--- src/inc/channel_reclock_cfg.svh ---
// Offsets, reset values and field widths for the channel
// reclock mode control block. Definitions only; included by bare name.
`ifndef CHANNEL_RECLOCK_CFG_SVH
`define CHANNEL_RECLOCK_CFG_SVH

// ==========================================================
// Register byte offsets on the APB window.
// ==========================================================
`define OFS_MODE 8'h00
`define OFS_REPORT_EN 8'h04
`define OFS_STATUS 8'h08
`define OFS_IRQ_STS 8'h0c
`define OFS_IRQ_MASK 8'h10

// ==========================================================
// Field widths: one mode field and one status field per channel.
// ==========================================================
`define MODE_W 3
`define STAT_W 2

// ==========================================================
// Reset values.
// ==========================================================
`define REPORT_EN_RST 1'b1
`define IRQ_MASK_RST 1'b0
`define RDATA_RST 32'h0000_0000

`endif

--- src/inc/channel_reclock_pkg.sv ---
// Types shared by the channel reclock mode control block and its decoder.
// Assumes one rate classifier per channel outside this block.
`default_nettype none

package channel_reclock_pkg;

    // Operating mode of one channel; auto_with_mute is the default.
    typedef enum logic [2:0] {
        auto_with_mute = 3'h0,
        fixed_sd_with_mute = 3'h1,
        fixed_hd_with_mute = 3'h2,
        auto_with_bypass = 3'h3,
        fixed_bypass = 3'h4
    } chan_mode_t;

    // Class of the detected input bit rate.
    typedef enum logic [2:0] {
        rate_none = 3'h0,
        rate_sd = 3'h1,
        rate_hd = 3'h2,
        rate_high = 3'h3,
        rate_low = 3'h4
    } rate_class_t;

    // Reported input state; stat_off while reporting is disabled.
    typedef enum logic [1:0] {
        stat_off = 2'h0,
        stat_present = 2'h1,
        stat_not_present = 2'h2,
        stat_not_monitored = 2'h3
    } in_stat_t;

    // Steering of the analog path of one channel.
    typedef struct packed {
        logic reclock;
        logic hd_rate;
        logic mute;
        logic bypass;
        logic sd_slew;
        in_stat_t status;
    } chan_ctrl_t;

endpackage : channel_reclock_pkg

`default_nettype wire

--- src/logic/chan_mode_decode.sv ---
// Decoder from mode, detected rate and report enable to path steering.
// Purely combinational; the caller registers the result.
`timescale 1ns/10ps
`default_nettype none

module chan_mode_decode
(
    input wire channel_reclock_pkg::chan_mode_t mode,
    input wire channel_reclock_pkg::rate_class_t rate,
    input wire logic report_en,
    output channel_reclock_pkg::chan_ctrl_t ctrl
);
    import channel_reclock_pkg::*;

    // Status before the report gate.
    in_stat_t raw;
    // True when the rate is one the reclocker locks to.
    logic std_rate;

    // ==========================================================
    // Mode decode.
    // ==========================================================
    // One case per mode; every path sets every field.
    always_comb
    begin
        std_rate = (rate == rate_sd) || (rate == rate_hd);
        ctrl = '0;
        raw = stat_not_present;
        case (mode)
            fixed_sd_with_mute:
            begin
                // Only standard rate is forwarded.
                ctrl.reclock = (rate == rate_sd);
                ctrl.mute = (rate != rate_sd);
                raw = (rate == rate_sd) ? stat_present : stat_not_present;
            end
            fixed_hd_with_mute:
            begin
                // Only high rate is forwarded.
                ctrl.reclock = (rate == rate_hd);
                ctrl.hd_rate = (rate == rate_hd);
                ctrl.mute = (rate != rate_hd);
                raw = (rate == rate_hd) ? stat_present : stat_not_present;
            end
            auto_with_bypass:
            begin
                // Locked rates reclock; anything else passes straight through.
                ctrl.reclock = std_rate;
                ctrl.hd_rate = (rate == rate_hd);
                ctrl.bypass = !std_rate;
                raw = std_rate ? stat_present : stat_not_monitored;
            end
            fixed_bypass:
            begin
                // Bypass whatever arrives, with the slow edge on the coax drivers.
                ctrl.bypass = 1'b1;
                ctrl.sd_slew = 1'b1;
                // Anything above the carrier floor counts as present.
                if (std_rate || rate == rate_high)
                begin
                    raw = stat_present;
                end
                else
                begin
                    raw = stat_not_monitored;
                end
            end
            default:
            begin
                // Auto with mute, also the fallback for any stray code.
                ctrl.reclock = std_rate;
                ctrl.hd_rate = (rate == rate_hd);
                ctrl.mute = !std_rate;
                raw = std_rate ? stat_present : stat_not_present;
            end
        endcase
        // Status is only published while reporting is on.
        ctrl.status = report_en ? raw : stat_off;
    end

endmodule : chan_mode_decode

`default_nettype wire

--- src/logic/channel_reclock_mode_control.sv ---
// Per-channel mode control for a four-channel reclocking converter.
// Assumes APB from the frame controller, switch codes synchronous to
// pclk, and one rate class per channel from the rate detectors.
//
// Notes on behaviour
// - Four channels, each holding one of five modes.
// - Auto mute: locked rate reclocks, reports present.
// - Auto mute: other or none mutes, not present.
// - Fixed SD: only standard rate passes, else mute.
// - Fixed HD: only high rate passes, else mute.
// - Auto bypass: locked rates reclock, report present.
// - Auto bypass: others bypassed, reported not monitored.
// - Fixed bypass: reclocker always bypassed to outputs.
// - SD slew on coax drivers only in fixed bypass.
// - Fixed bypass: above floor present, else not monitored.
// - Status is published only while reporting enabled.
// - Mode follows switches or remote, whichever last.
//
// Register access over APB and the address map are this design's own decisions.
`timescale 1ns/10ps
`default_nettype none
`include "channel_reclock_cfg.svh"

module channel_reclock_mode_control
#(
    parameter int NUM_CH = 4
)
(
    input wire logic pclk,
    input wire logic presetn,
    input wire logic psel,
    input wire logic penable,
    input wire logic pwrite,
    input wire logic [7:0] paddr,
    input wire logic [31:0] pwdata,
    output logic [31:0] prdata,
    output logic pready,
    output logic pslverr,
    input wire channel_reclock_pkg::chan_mode_t [NUM_CH-1:0] sw_mode,
    input wire channel_reclock_pkg::rate_class_t [NUM_CH-1:0] rate,
    output channel_reclock_pkg::chan_ctrl_t [NUM_CH-1:0] chan_ctrl,
    output logic irq
);
    import channel_reclock_pkg::*;

    // ==========================================================
    // Elaboration check.
    // ==========================================================
    // The mode register packs three bits per channel into one word.
    if (NUM_CH < 1 || NUM_CH > 8)
    begin : g_bad_num_ch
        $error("NUM_CH must lie between 1 and 8");
    end

    // ==========================================================
    // State.
    // ==========================================================
    // All flip-flops of the block, registered as one word.
    typedef struct packed {
        chan_mode_t [NUM_CH-1:0] mode;
        chan_mode_t [NUM_CH-1:0] sw_prev;
        logic [NUM_CH-1:0] rep_en;
        logic [NUM_CH-1:0] sts;
        logic [NUM_CH-1:0] mask;
        chan_ctrl_t [NUM_CH-1:0] ctrl;
        logic irq;
        logic pready;
        logic pslverr;
        logic [31:0] prdata;
    } state_t;

    // Current and next state.
    state_t st_q;
    state_t st_d;
    // Decoded steering for each channel, from current mode and rate.
    chan_ctrl_t [NUM_CH-1:0] dec;

    // ==========================================================
    // Per-channel decoders.
    // ==========================================================
    for (genvar g = 0; g < NUM_CH; g++)
    begin : g_dec
        chan_mode_decode u_dec
        (
            .mode(st_q.mode[g]),
            .rate(rate[g]),
            .report_en(st_q.rep_en[g]),
            .ctrl(dec[g])
        );
    end

    // Access phase in its first cycle: the answer is prepared now.
    logic acc_first;
    // Access phase completing at this edge.
    logic acc_done;
    // Address hits, one per register.
    logic hit_mode;
    logic hit_rep;
    logic hit_stat;
    logic hit_ists;
    logic hit_imask;

    // ==========================================================
    // Address decode.
    // ==========================================================
    // Plain chain over the held address.
    always_comb
    begin
        hit_mode = 1'b0;
        hit_rep = 1'b0;
        hit_stat = 1'b0;
        hit_ists = 1'b0;
        hit_imask = 1'b0;
        if (paddr == `OFS_MODE)
        begin
            hit_mode = 1'b1;
        end
        else if (paddr == `OFS_REPORT_EN)
        begin
            hit_rep = 1'b1;
        end
        else if (paddr == `OFS_STATUS)
        begin
            hit_stat = 1'b1;
        end
        else if (paddr == `OFS_IRQ_STS)
        begin
            hit_ists = 1'b1;
        end
        else if (paddr == `OFS_IRQ_MASK)
        begin
            hit_imask = 1'b1;
        end
    end

    // ==========================================================
    // Next state.
    // ==========================================================
    // Every access waits exactly one cycle: pready rises in the second
    // access cycle, so the read word always comes from a flip-flop.
    always_comb
    begin
        logic [31:0] rd;
        logic [NUM_CH-1:0] clr;
        logic [NUM_CH-1:0] ev;
        rd = 32'h0000_0000;
        clr = '0;
        ev = '0;
        st_d = st_q;
        acc_first = psel && penable && !st_q.pready;
        acc_done = psel && penable && st_q.pready;
        st_d.pready = acc_first;
        st_d.pslverr = 1'b0;
        for (int i = 0; i < NUM_CH; i++)
        begin
            // Path and status follow rate and mode every cycle.
            st_d.ctrl[i] = dec[i];
            ev[i] = (dec[i].status != st_q.ctrl[i].status);
            // A moved switch is a fresh local selection.
            if (sw_mode[i] != st_q.sw_prev[i] && sw_mode[i] <= fixed_bypass)
            begin
                st_d.mode[i] = sw_mode[i];
            end
            // Read word assembly.
            if (hit_mode)
            begin
                rd[`MODE_W*i +: `MODE_W] = st_q.mode[i];
            end
            else if (hit_stat)
            begin
                rd[`STAT_W*i +: `STAT_W] = st_q.ctrl[i].status;
            end
        end
        st_d.sw_prev = sw_mode;
        if (hit_rep)
        begin
            rd[NUM_CH-1:0] = st_q.rep_en;
        end
        else if (hit_ists)
        begin
            rd[NUM_CH-1:0] = st_q.sts;
        end
        else if (hit_imask)
        begin
            rd[NUM_CH-1:0] = st_q.mask;
        end
        // Answer is latched in the first access cycle.
        if (acc_first)
        begin
            st_d.prdata = pwrite ? `RDATA_RST : rd;
            st_d.pslverr = !(hit_mode || hit_rep || hit_stat || hit_ists || hit_imask);
        end
        // Writes take effect at the completing edge only.
        if (acc_done && pwrite)
        begin
            if (hit_mode)
            begin
                for (int i = 0; i < NUM_CH; i++)
                begin
                    // Stray codes leave that channel unchanged.
                    if (pwdata[`MODE_W*i +: `MODE_W] <= fixed_bypass)
                    begin
                        st_d.mode[i] = chan_mode_t'(pwdata[`MODE_W*i +: `MODE_W]);
                    end
                end
            end
            else if (hit_rep)
            begin
                st_d.rep_en = pwdata[NUM_CH-1:0];
            end
            else if (hit_ists)
            begin
                clr = pwdata[NUM_CH-1:0];
            end
            else if (hit_imask)
            begin
                st_d.mask = pwdata[NUM_CH-1:0];
            end
        end
        // A status change in the clearing cycle is kept: set wins.
        st_d.sts = (st_q.sts & ~clr) | ev;
        st_d.irq = |(st_d.sts & st_d.mask);
    end

    // ==========================================================
    // State register.
    // ==========================================================
    // Reset: every channel in auto with mute, reporting on, no events.
    always_ff @(posedge pclk or negedge presetn)
    begin
        if (!presetn)
        begin
            st_q <= '0;
            st_q.rep_en <= {NUM_CH{`REPORT_EN_RST}};
            st_q.mask <= {NUM_CH{`IRQ_MASK_RST}};
            st_q.prdata <= `RDATA_RST;
        end
        else
        begin
            st_q <= st_d;
        end
    end

    // Outputs come straight from the state word.
    assign prdata = st_q.prdata;
    assign pready = st_q.pready;
    assign pslverr = st_q.pslverr;
    assign chan_ctrl = st_q.ctrl;
    assign irq = st_q.irq;

    for (genvar g = 0; g < NUM_CH; g++)
    begin : g_chk

    end
endmodule : channel_reclock_mode_control

`default_nettype wire

--- config.mk ---
export PLATFORM = sky130hd
export DESIGN_NAME = channel_reclock_mode_control
export DESIGN_NICKNAME = d
export VERILOG_FILES = /design/src/inc/channel_reclock_pkg.sv /design/src/logic/chan_mode_decode.sv /design/src/logic/channel_reclock_mode_control.sv
export VERILOG_INCLUDE_DIRS = /design/src /design/src/inc
export SDC_FILE = /design/constraint.sdc
export NUM_CORES = 1
export LEC_CHECK = 0
export ABC_AREA = 1
export BUFFER_PORTS_ARGS = -buffer_cell sky130_fd_sc_hd__buf_2
export CAP_MARGIN = 20
export CORE_ASPECT_RATIO = 1.2
export CORE_MARGIN = 5
export CORE_UTILIZATION = 45
export CTS_CLUSTER_SIZE = 14
export DETAILED_ROUTE_END_ITERATION = 8
export PLACE_DENSITY = 0.71
export SETUP_SLACK_MARGIN = 0.2
export SLEW_MARGIN = 10
export SYNTH_ARGS = -nofsm -noshare
export SYNTH_HDL_FRONTEND = slang
export SYNTH_SLANG_ARGS = --single-unit
--- constraint.sdc ---
create_clock -name pclk -period 1.8 [get_ports pclk]
set_clock_uncertainty 0.05 [all_clocks]
set_input_delay 0.36 -clock pclk [delete_from_list [all_inputs] [get_ports pclk]]
set_output_delay 0.36 -clock pclk [all_outputs]
set_load 0.005 [all_outputs]
==> results.yml, run 1 <==
setup_path:
  cpMaxStageDelayCell: "sky130_fd_sc_hd__dfrtp_2"
  worst_path_most_repeated_cell: "sky130_fd_sc_hd__nand2_1"
  crit_required_ns: 1.96
  crit_path_cell_trace: "buf_6 -> nand2_2 -> nor2_2 -> nand3_1 -> nand2_1 -> nor2_1 -> nand2_1 -> nand2_1 -> nand2_1 -> nand2_1 -> nor2_2 -> nor2_1 -> nor2_1 -> nand2_1"
  crit_fanout: 5
  cp_data_arrival_time_ns: 1.92
  cp_slowest_stage_delay_ns: 0.43
  end_kind: "flip-flop"
  worstSetupStartpointType: "flip-flop"
  path_class: "flip-flop to flip-flop"
final_layout:
  area_growth_pct: 25.3
  layout.filler_cells: 823
  antenna-diode-count: 0
  final_core_util_pct: 58.3
  sequential_cell_area_sq_um: 1990
  commonest_non_fill_non_tap_cells_in_the_layout: "sky130_fd_sc_hd__nand2_1, sky130_fd_sc_hd__buf_2, sky130_fd_sc_hd__inv_1, sky130_fd_sc_hd__dfrtp_1, sky130_fd_sc_hd__buf_4"
  post_route_cells_drive_above_1_share_pct: 35.0
  nets: 749
  multi_input_area_sq_um: 1900
  most_common_library_cell_in_the_layout_ignoring_fill_and_taps: "sky130_fd_sc_hd__nand2_1"
clock_network:
  clock_latency_ns: 0.33
  cts_buffer_depth: 2
  root_buffer_cell: "sky130_fd_sc_hd__clkbuf_16"
  clock_tree_from_tritoncts: "done"
  numCtsBuffers: 9
  clock-sinks: 79
  cts.reportedPaths.clkPinSlew_ns: 0.06
  cts-htree-levels: 3
placed_design:
  dp_hpwl_um: 8270
  portBuffers: 91
  detailedPlace.worstSlack_ns: -0.108
  placer_congestion_estimate: 0.910
global_route:
  grt.total_usage_pct: 18.1
  initial_antenna_violation_count: 0
  grt_pass1_vias: 3841
  grt-ovfl-total: 0
  grt_start_max_net_pins: 30
  grt_pass1_wl_um: 17400
routing:
  initialDrtViolationCount: 226
  totalWireLength_um: 10800
  drt_first_pass_iters: 4
  avg_vias_per_cell: 4.87
  wl_per_cell_um: 13.4
  drc: 0
  detailroute.via_count: 3933
  ant_nets: 0
timing:
  hold_ws_ns: 0.129
  fin_tns_setup_ns: 0
  max_slew_vio_count: 0
  worst_slack_ns: 0.0415
  period_needed_ns: 1.76
  fmax_mhz: 569
  rsz0062_at_grt: "yes"
  layout_worst_path_cycle_share_pct: 97.7
  timing.final.setup_violations: 0
  fin_hold_viols: 0
run:
  max_cap_violations: 0
floorplanning:
  full_die_area_sq_um: 12000
  die_width_um: 101
  die_h_um: 119
  placementRows: 39
  core-area_sq_um: 9610
  ios: 132
  start_util_pct: 46.5
yosys:
  synth.yosys.warnings: 0
  ff_latch_count_synth: 79
  seq_area_frac_synth_pct: 44.3
  avgSynthCellArea_sq_um: 7.86
  syn_inst: 569
  synth_area_sq_um: 4470
  yosys_cell_types: 37
pwr:
  peakVddDrop_mv: 0.475
  total_power_mw: 4.73
  power.density_cell_area_nw_per_um2: 844
  p_leak_nw: 3.10
min_path:
  hold_path.class: "primary input to flip-flop"
run_status:
  run_status: "finished, final reports clean"
==> synth_stat cells, drive strengths merged <==
| master | number | area (sq um) |
|---|---|---|
| a21oi | 12 | 60.1 |
| nor3 | 9 | 61.3 |
| nand4 | 6 | 37.5 |
| a32o | 4 | 40.0 |
| nor4 | 1 | 6.26 |
| conb | 1 | 3.75 |
| o21ai | 34 | 178 |
| mux2 | 7 | 78.8 |
| nand2 | 134 | 505 |
| o221ai | 5 | 43.8 |
| a22oi | 2 | 15.0 |
| a22o | 2 | 17.5 |
| buf | 61 | 455 |
| o211ai | 1 | 7.51 |
| nand3 | 46 | 243 |
| clkinv | 1 | 5.00 |
| clkbuf | 1 | 3.75 |
| nor2 | 48 | 211 |
| o22ai | 5 | 31.3 |
| or2 | 1 | 8.76 |
| dfstp | 4 | 105 |
| dfrtp | 75 | 1880 |
| xnor2 | 12 | 105 |
| nand3b | 2 | 15.0 |
| inv | 95 | 359 |
==> what timing repair did <==
| action | in CTS | in global routing |
|---|---|---|
| endpoints found under the setup margin | 9 | 17 |
| hold buffers | 1 | 0 |
| pin swaps | 8 | 25 |
| hold endpoints to repair | 25 | 0 |
| buffers inserted | 8 | 12 |
| resized for setup | 24 | 50 |
==> metal layers <==
layer	vias to the layer above	GRT usage, %	part of all wire, %
met3	18	3.68	6.4
met1	1849	21.7	39
met4	0	7.15	2.2
met2	111	31.5	52
li1	1955	-	-
met5	-	0	0
==> power by group <==
| part | total, mW | switching [mW] | internal [mW] |
|---|---|---|---|
| Sequential | 2.01 | 0.0963 | 1.92 |
| Combinational | 0.920 | 0.523 | 0.397 |
| Clock | 1.80 | 0.687 | 1.11 |
| Total | 4.73 | 1.31 | 3.42 |
==> cell families (layout without fill, tap and decap cells) <==
| logic type | after synthesis | in the layout | share of synthesized area [%] |
|---|---|---|---|
| flops | 79 | 79 | 44.3 |
| simple gates | 247 | 247 | 24.3 |
| buf+inv | 158 | 255 | 18.4 |
| mux | 7 | 7 | 1.76 |
| xor+xnor | 12 | 12 | 2.35 |
| compound gates | 65 | 65 | 8.78 |
| other cells | 1 | 20 | 0.0838 |
==> worst paths after layout <==
| check | startpoint | end | slack, ns | cells after the start |
|---|---|---|---|---|
| worst min register to register | prdata[5] | prdata[5] | 0.45 | 1 |
| worst max register to register | st_q[97] | irq | 0.04 | 14 |
| worst min-delay path | sw_mode[7] | st_q[82] | 0.13 | 1 |
| max in group asynchronous | presetn | st_q[72] | 0.69 | 3 |
| min in group asynchronous | presetn | st_q[84] | 0.45 | 2 |
| worst max-delay path | st_q[97] | irq | 0.04 | 14 |
==> worst max-delay path, delay by kind of cell (launching register included) <==
| family | cells | cell delay (ns) |
|---|---|---|
| simple gates | 13 | 1.04 |
| flops | 1 | 0.43 |
| buf+inv | 1 | 0.12 |
==> cell type report <==
type	count	area share, %
well taps	123	2.74
multi-input cells	351	34.0
repair buffers	143	15.9
clock inverters	3	0.759
clock buffers	13	4.46
inverters	96	6.63
flip-flops and latches	79	35.6
==> stage by stage <==
stage | instance area, sq um | cells
2_1_floorplan | 4550 | 588
3_3_place_gp | 4960 | 771
3_5_place_dp | 4960 | 771
4_1_cts | 5390 | 796
5_1_grt | 5610 | 808
6_report | 5610 | 808
==> sequential cells by signal, indices dropped and copies added (netlist names) <==
register   cells
st_q          36
irq            1
prdata        12
chan_ctrl     28
pslverr        1
pready         1
No activity file was read; power rests on OpenSTA's default activity.
==> inputs of run 2 (changes only) <==
--- a/config.mk
+++ b/config.mk
@@ -8,12 +8,14 @@
 export LEC_CHECK = 0
 export ABC_AREA = 1
 export BUFFER_PORTS_ARGS = -buffer_cell sky130_fd_sc_hd__buf_2
-export CAP_MARGIN = 20
+export CAP_MARGIN = 25
 export CORE_ASPECT_RATIO = 1.2
 export CORE_MARGIN = 5
 export CORE_UTILIZATION = 45
 export CTS_CLUSTER_SIZE = 14
 export DETAILED_ROUTE_END_ITERATION = 8
+export GPL_ROUTABILITY_DRIVEN = 0
+export GPL_TIMING_DRIVEN = 0
 export PLACE_DENSITY = 0.71
 export SETUP_SLACK_MARGIN = 0.2
 export SLEW_MARGIN = 10
==> run 2 against run 1 <==
  * Fmax shrank 1.5%
  * Sequential power hardly changed
  * Clock-buffer cell count stayed put
  * First-iteration DRC count shrank 3.1%
  * Register-to-register slack got worse by 0.03 ns
  * Largest cell class is now multi-input gates
  * Largest power group unchanged
==> results.yml, run 2 (synthesis results as in run 1) <==
min_path:
  endpoint_of_the_worst_hold_timing_path: "st_q[81]"
  min-delay-start: "sw_mode[6]"
  hold_path.class: "primary input to flip-flop"
  hold_path_depth: 1
timing:
  layout_worst_path_cycle_share_pct: 99.2
  fmax_mhz: 560
  rsz0062_at_grt: "yes"
  timing.final.setup_violations: 0
  max_slew_vio_count: 0
  fin_hold_viols: 0
  period_needed_ns: 1.79
pwr:
  power.density_cell_area_nw_per_um2: 816
  total_switching_power_mw: 1.39
  logic_gate_share_of_total_power_pct: 23.0
  p_leak_nw: 3.38
  peakVddDrop_mv: 0.538
  intPower_mw: 3.57
  power_frac_seq_pct: 40.6
  clock_network_power_share_pct: 36.3
  sw_ratio_pct: 28.1
setup_path:
  path_class: "flip-flop to flip-flop"
  worst_path_most_repeated_cell: "sky130_fd_sc_hd__nand2_2"
  crit_path_cell_trace: "inv_2 -> nand2_2 -> nor2_4 -> buf_4 -> nor2_4 -> nand2_2 -> nand2_2 -> nand2_2 -> nand2_1 -> nand2_1 -> nor2_2 -> nor2_1 -> nor2_1 -> nand2_1"
  r2r_setup_slack_ns: 0.01
  rr_worst_depth: 14
  crit_fanout: 5
  cp_slowest_stage_delay_ns: 0.44
  cpMaxStageDelayCell: "sky130_fd_sc_hd__dfrtp_2"
  crit-reg2reg-launch: "st_q[93]"
  worstSetupStartpointType: "flip-flop"
  cp_data_arrival_time_ns: 1.95
  crit-reg2reg-capture: "irq"
  crit_required_ns: 1.96
  end_kind: "flip-flop"
clock_network:
  cts-htree-levels: 3
  numCtsBuffers: 9
  clock-sinks: 79
  clock_tree_from_tritoncts: "done"
  cts.reportedPaths.clkPinSlew_ns: 0.06
  cts_buffer_depth: 2
  clock_latency_ns: 0.34
  root_buffer_cell: "sky130_fd_sc_hd__clkbuf_16"
run:
  max_cap_violations: 0
floorplanning:
  die_h_um: 119
  start_util_pct: 46.5
  placementRows: 39
  die_width_um: 101
  ios: 132
  full_die_area_sq_um: 12000
  core-area_sq_um: 9610
routing:
  initialDrtViolationCount: 219
  ant_nets: 0
  drt_first_pass_iters: 5
  detailroute.via_count: 4169
  wl_per_cell_um: 13.1
  avg_vias_per_cell: 4.86
  drc: 0
  totalWireLength_um: 11300
final_layout:
  stdcell_area_sq_um: 6090
  area_growth_pct: 36.0
  most_common_library_cell_in_the_layout_ignoring_fill_and_taps: "sky130_fd_sc_hd__nand2_1"
  layout.filler_cells: 865
  max_flop_register: "st_q"
  nets: 799
  finalNonFillerCells: 858
  commonest_non_fill_non_tap_cells_in_the_layout: "sky130_fd_sc_hd__nand2_1, sky130_fd_sc_hd__buf_4, sky130_fd_sc_hd__buf_2, sky130_fd_sc_hd__inv_1, sky130_fd_sc_hd__dfrtp_1"
  number_of_flip_flops_under_the_largest_register_name: 36
  post_route_cells_drive_above_1_share_pct: 42.2
  antenna-diode-count: 0
placed_design:
  placedInstanceArea_sq_um: 5190
  place_inst: 803
  dp_hpwl_um: 8170
  portBuffers: 91
global_route:
  grt-ovfl-total: 0
  grt.total_usage_pct: 18.2
  initial_antenna_violation_count: 0
  grt_pass1_vias: 3988
  grt_pass1_wl_um: 17600
  grt_start_max_net_pins: 53
run_status:
  run_status: "finished, final reports clean"
[run 2: cell count changes in the layout (fill, tap and decap cells not counted), moves of 3 or more]
cell / change
sky130_fd_sc_hd__buf_4: +45
sky130_fd_sc_hd__buf_6: +5
sky130_fd_sc_hd__inv_1: -3
sky130_fd_sc_hd__nand2_1: -8
sky130_fd_sc_hd__nand2_2: +7
sky130_fd_sc_hd__nor2_1: -5
sky130_fd_sc_hd__nor2_4: +3
sky130_fd_sc_hd__o21ai_0: -3
sky130_fd_sc_hd__o21ai_1: +3
[run 2: how the worst max path moves through the flow]
stage,to,start,slack [ns]
after floorplan,st_q[96],paddr[7],0.16
after global placement,chan_ctrl[12],presetn,-0.25
after detailed placement,irq,paddr[7],-0.24
after CTS,irq,st_q[94],0.03
after global routing,irq,st_q[98],-0.11
final,irq,st_q[93],0.01
[run 2: final cells by class]
class | count | area [sq um] | area share, %
Clock inverter | 3 | 42.5 | 0.699
Clock buffer | 13 | 250 | 4.11
Timing Repair Buffer | 131 | 811 | 13.3
Tap cell | 123 | 154 | 2.53
Sequential cell | 79 | 1990 | 32.8
Multi-Input combinational cell | 351 | 2000 | 32.8
Buffer | 62 | 465 | 7.65
Inverter | 96 | 374 | 6.15
[run 2: per-stage QoR]
step	hold slack [ns]	TNS [ns]	setup WS [ns]	total power [mW]	util (%)
after detailed placement	0.265	-3.03	-0.241	2.88	54.0
after global routing	0.126	-0.125	-0.115	5.20	63.3
after CTS	0.120	0	0.0317	4.76	59.2
after floorplan	0.0144	0	0.158	2.57	-
after global placement	0.423	-20.32	-0.250	2.84	53.7
final	0.123	0	0.0149	4.97	63.3
[run 2: repair_timing]
item / CTS / global route
setup endpoints to repair: 18 / 19
pin swaps: 8 / 22
resized for setup: 24 / 87
hold buffers: 1 / 0
buffers inserted: 17 / 21
endpoints found under the hold margin: 24 / 0
[run 2: power groups by stage]
stage / sequential [mW] / clock, mW / combinational [mW]
finish: 2.02 / 1.80 / 1.14
global route: 2.03 / 1.90 / 1.26
CTS: 2.00 / 1.82 / 0.941
detailed placement: 2.03 / 0 / 0.851
global placement: 2.02 / 0 / 0.820
floorplan: 2.00 / 0 / 0.564
[run 2: worst max-delay path: cells and delay by family (launching register included)]
kind	cells	cell delay [ns]
and+or+nand+nor	12	0.99
DFF	1	0.44
buffers and inverters	2	0.18
[run 2: per-layer routing]
metal,up-vias,wire length (um),GRT usage [%]
met3,24,679,3.22
li1,2048,-,-
met2,124,5860,31.8
met4,0,282,7.48
met5,-,0,0
met1,1973,4450,21.8
==> inputs of run 3 (changes only) <==
--- a/config.mk
+++ b/config.mk
@@ -6,7 +6,6 @@
 export SDC_FILE = /design/constraint.sdc
 export NUM_CORES = 1
 export LEC_CHECK = 0
-export ABC_AREA = 1
 export BUFFER_PORTS_ARGS = -buffer_cell sky130_fd_sc_hd__buf_2
 export CAP_MARGIN = 25
 export CORE_ASPECT_RATIO = 1.2
==> run 3 against run 2 <==
  * The flow now finishes with violations (setup timing)
  * Cell count shrank 8.6%
  * Global-route usage grew 2.3 points
  * Synthesized cell count shrank 12%
  * Synthesized area grew 3.4%
  * Via count grew 1.7%
  * Combinational power grew 6%
  * Sequential power shrank 2%
  * Hold slack gained 0.0084 ns
  * Register-to-register slack lost 0.32 ns
  * Largest cell class unchanged
  * Highest routed layer unchanged
==> results.yml, run 3 <==
final_layout:
  post_route_cells_drive_above_1_share_pct: 45.0
  area_growth_pct: 41.4
  antenna-diode-count: 0
  nets: 722
  final_core_util_pct: 65.0
  number_of_flip_flops_under_the_largest_register_name: 36
  commonest_non_fill_non_tap_cells_in_the_layout: "sky130_fd_sc_hd__buf_4, sky130_fd_sc_hd__buf_2, sky130_fd_sc_hd__dfrtp_1, sky130_fd_sc_hd__nand2_1, sky130_fd_sc_hd__nor2_1"
  max_flop_register: "st_q"
  most_common_library_cell_in_the_layout_ignoring_fill_and_taps: "sky130_fd_sc_hd__buf_4"
yosys:
  synth_compound_area_share_pct: 18.3
  seq_area_frac_synth_pct: 42.8
  top_cell_types_by_occurrence_after_synthesis: "sky130_fd_sc_hd__dfrtp_1, sky130_fd_sc_hd__buf_4, sky130_fd_sc_hd__nand2_1, sky130_fd_sc_hd__nor2_1, sky130_fd_sc_hd__o21ai_0"
  synth_area_sq_um: 4630
  dominant_cell_by_count_in_the_synthesized_netlist: "sky130_fd_sc_hd__dfrtp_1"
  avgSynthCellArea_sq_um: 9.22
  ys_top_cells_by_area: "sky130_fd_sc_hd__dfrtp_1, sky130_fd_sc_hd__buf_4, sky130_fd_sc_hd__nand2_1"
  synth.yosys.warnings: 0
  yosysTopAreaCell: "sky130_fd_sc_hd__dfrtp_1"
  yosys.area_share.xor_xnor_pct: 3.98
  yosys_cell_types: 66
  most_instantiated_flip_flop_cell_in_the_synthesis_netlist: "sky130_fd_sc_hd__dfrtp_1"
  syn_inst: 502
  ys_async_sr_fraction_pct: 100
  simple_gate_area_share_of_the_yosys_netlist_pct: 18.9
  synth_edf_count: 0
  synthMuxAreaShare_pct: 2.81
  synth_top_family_by_area: "simple AND/OR/NAND/NOR gates"
  synth_largest_type_area_fraction_pct: 40.6
  ff_latch_count_synth: 79
  synth_fa_ha_area_share_pct: 0
setup_path:
  crit_required_ns: 1.97
  r2r_setup_slack_ns: -0.30
  rr_worst_depth: 7
  crit_fanout: 3
  cp_data_arrival_time_ns: 2.27
  end_kind: "flip-flop"
  crit-reg2reg-launch: "pready"
  timing.critical_path.from: "pready"
  cp-endpoint: "irq"
  worstSetupStartpointType: "flip-flop"
  crit-reg2reg-capture: "irq"
  path_class: "flip-flop to flip-flop"
clock_network:
  clock-sinks: 79
  clock_tree_from_tritoncts: "done"
  cts.reportedPaths.clkPinSlew_ns: 0.06
  clock_latency_ns: 0.35
  cts_buffer_depth: 2
  root_buffer_cell: "sky130_fd_sc_hd__clkbuf_16"
  cts-htree-levels: 3
  numCtsBuffers: 9
routing:
  totalWireLength_um: 12600
  detailroute.via_count: 4238
  drt_first_pass_iters: 5
  wl_per_cell_um: 16.1
  avg_vias_per_cell: 5.41
  initialDrtViolationCount: 191
  ant_nets: 0
  drc: 0
placed_design:
  portBuffers: 87
  dp_hpwl_um: 8440
  detailedPlace.worstSlack_ns: -0.606
floorplanning:
  placementRows: 40
  full_die_area_sq_um: 12400
  die_h_um: 121
  start_util_pct: 46.0
  die_width_um: 103
  core-area_sq_um: 10100
  ios: 132
timing:
  period_needed_ns: 2.10
  timing.final.setup_violations: 1
  slew_headroom_pct: 59.4
  rsz0062_at_grt: "yes"
  fmax_mhz: 475
  timing_worst_slew_pin_value_ns: 0.609
  worst_slack_ns: -0.303
  layout_worst_path_cycle_share_pct: 117
  max_slew_vio_count: 0
  fin_hold_viols: 0
global_route:
  grt_start_max_net_pins: 50
  grt-ovfl-total: 0
  grt_pass1_vias: 4257
  grt.total_usage_pct: 20.5
  initial_antenna_violation_count: 0
  grt_pass1_wl_um: 20100
run:
  max_cap_violations: 0
pwr:
  p_leak_nw: 3.14
  peakVddDrop_mv: 0.565
  power.density_cell_area_nw_per_um2: 796
run_status:
  violations: "setup timing"
  run_status: "finished, violations left"
min_path:
  hold_path.class: "primary input to flip-flop"
[run 3: power breakdown]
group          total (mW)  switching (mW)  internal (mW)
combinational        1.21           0.606          0.606
sequential           1.97          0.0710           1.90
clock                2.02           0.794           1.23
total                5.20            1.47           3.73
[run 3: metal layers]
layer | up-vias | GRT usage, % | routed length, um
met5 | - | 0 | 0
met4 | 0 | 7.63 | 281
met2 | 134 | 35.4 | 6680
li1 | 2007 | - | -
met3 | 26 | 5.18 | 810
met1 | 2071 | 24.1 | 4830
[run 3: stage by stage]
stage               power [mW]  instance area [sq um]  setup TNS [ns]  cells  hold WS [ns]
global placement          2.90                   5440          -23.39    734         0.404
global route              5.45                   6540          -0.380    784         0.126
CTS                       5.10                   6320          -0.302    777         0.126
floorplan                 2.61                   4850           -1.02    521        0.0144
finish                    5.20                   6540          -0.303    784         0.132
detailed placement        2.94                   5470           -6.35    735         0.280
[run 3: cell type report]
class / count / area [sq um]
timing repair buffer: 121 / 762
multi-input combinational: 342 / 2590
inverter: 19 / 71.3
clock inverter: 7 / 104
clock buffer: 9 / 225
fill: 806 / 3520
sequential: 79 / 1980
buffer: 81 / 651
tap: 126 / 158
[run 3: timing repair]
item / 4_1_cts / 5_1_grt
endpoints found under the setup margin: 25 / 36
hold buffers: 1 / 0
resized for setup: 78 / 46
pin swaps: 17 / 17
endpoints found under the hold margin: 29 / 0
buffers inserted: 24 / 7
gates cloned: 1 / 0
[run 3: kinds of logic after synthesis]
group / Yosys count
and+or+nand+nor: 168
AOI/OAI and AO/OA: 121
buffers and inverters: 100
DFF: 79
xor gates and xnor gates: 21
muxes: 12
other: 1
[run 3: worst min path at each step]
stage | slack [ns] | endpoint | cells after the start | start
detailed placement | 0.28 | chan_ctrl[3] | 1 | presetn
global placement | 0.40 | prdata[8] | 2 | prdata[8]
floorplan | 0.01 | chan_ctrl[0] | 0 | presetn
global route | 0.13 | st_q[84] | 1 | sw_mode[9]
finish | 0.13 | st_q[76] | 1 | sw_mode[1]
CTS | 0.13 | st_q[76] | 1 | sw_mode[1]
[run 3: worst max-delay path, stage by stage (launching register included)]
cell	delay (ns)
sky130_fd_sc_hd__dfrtp_1	0.39
sky130_fd_sc_hd__nand4_1	0.16
sky130_fd_sc_hd__buf_6	0.18
sky130_fd_sc_hd__o41ai_4	0.36
sky130_fd_sc_hd__buf_4	0.17
sky130_fd_sc_hd__nand4_1	0.09
sky130_fd_sc_hd__o21a_2	0.21
sky130_fd_sc_hd__a2111o_1	0.37
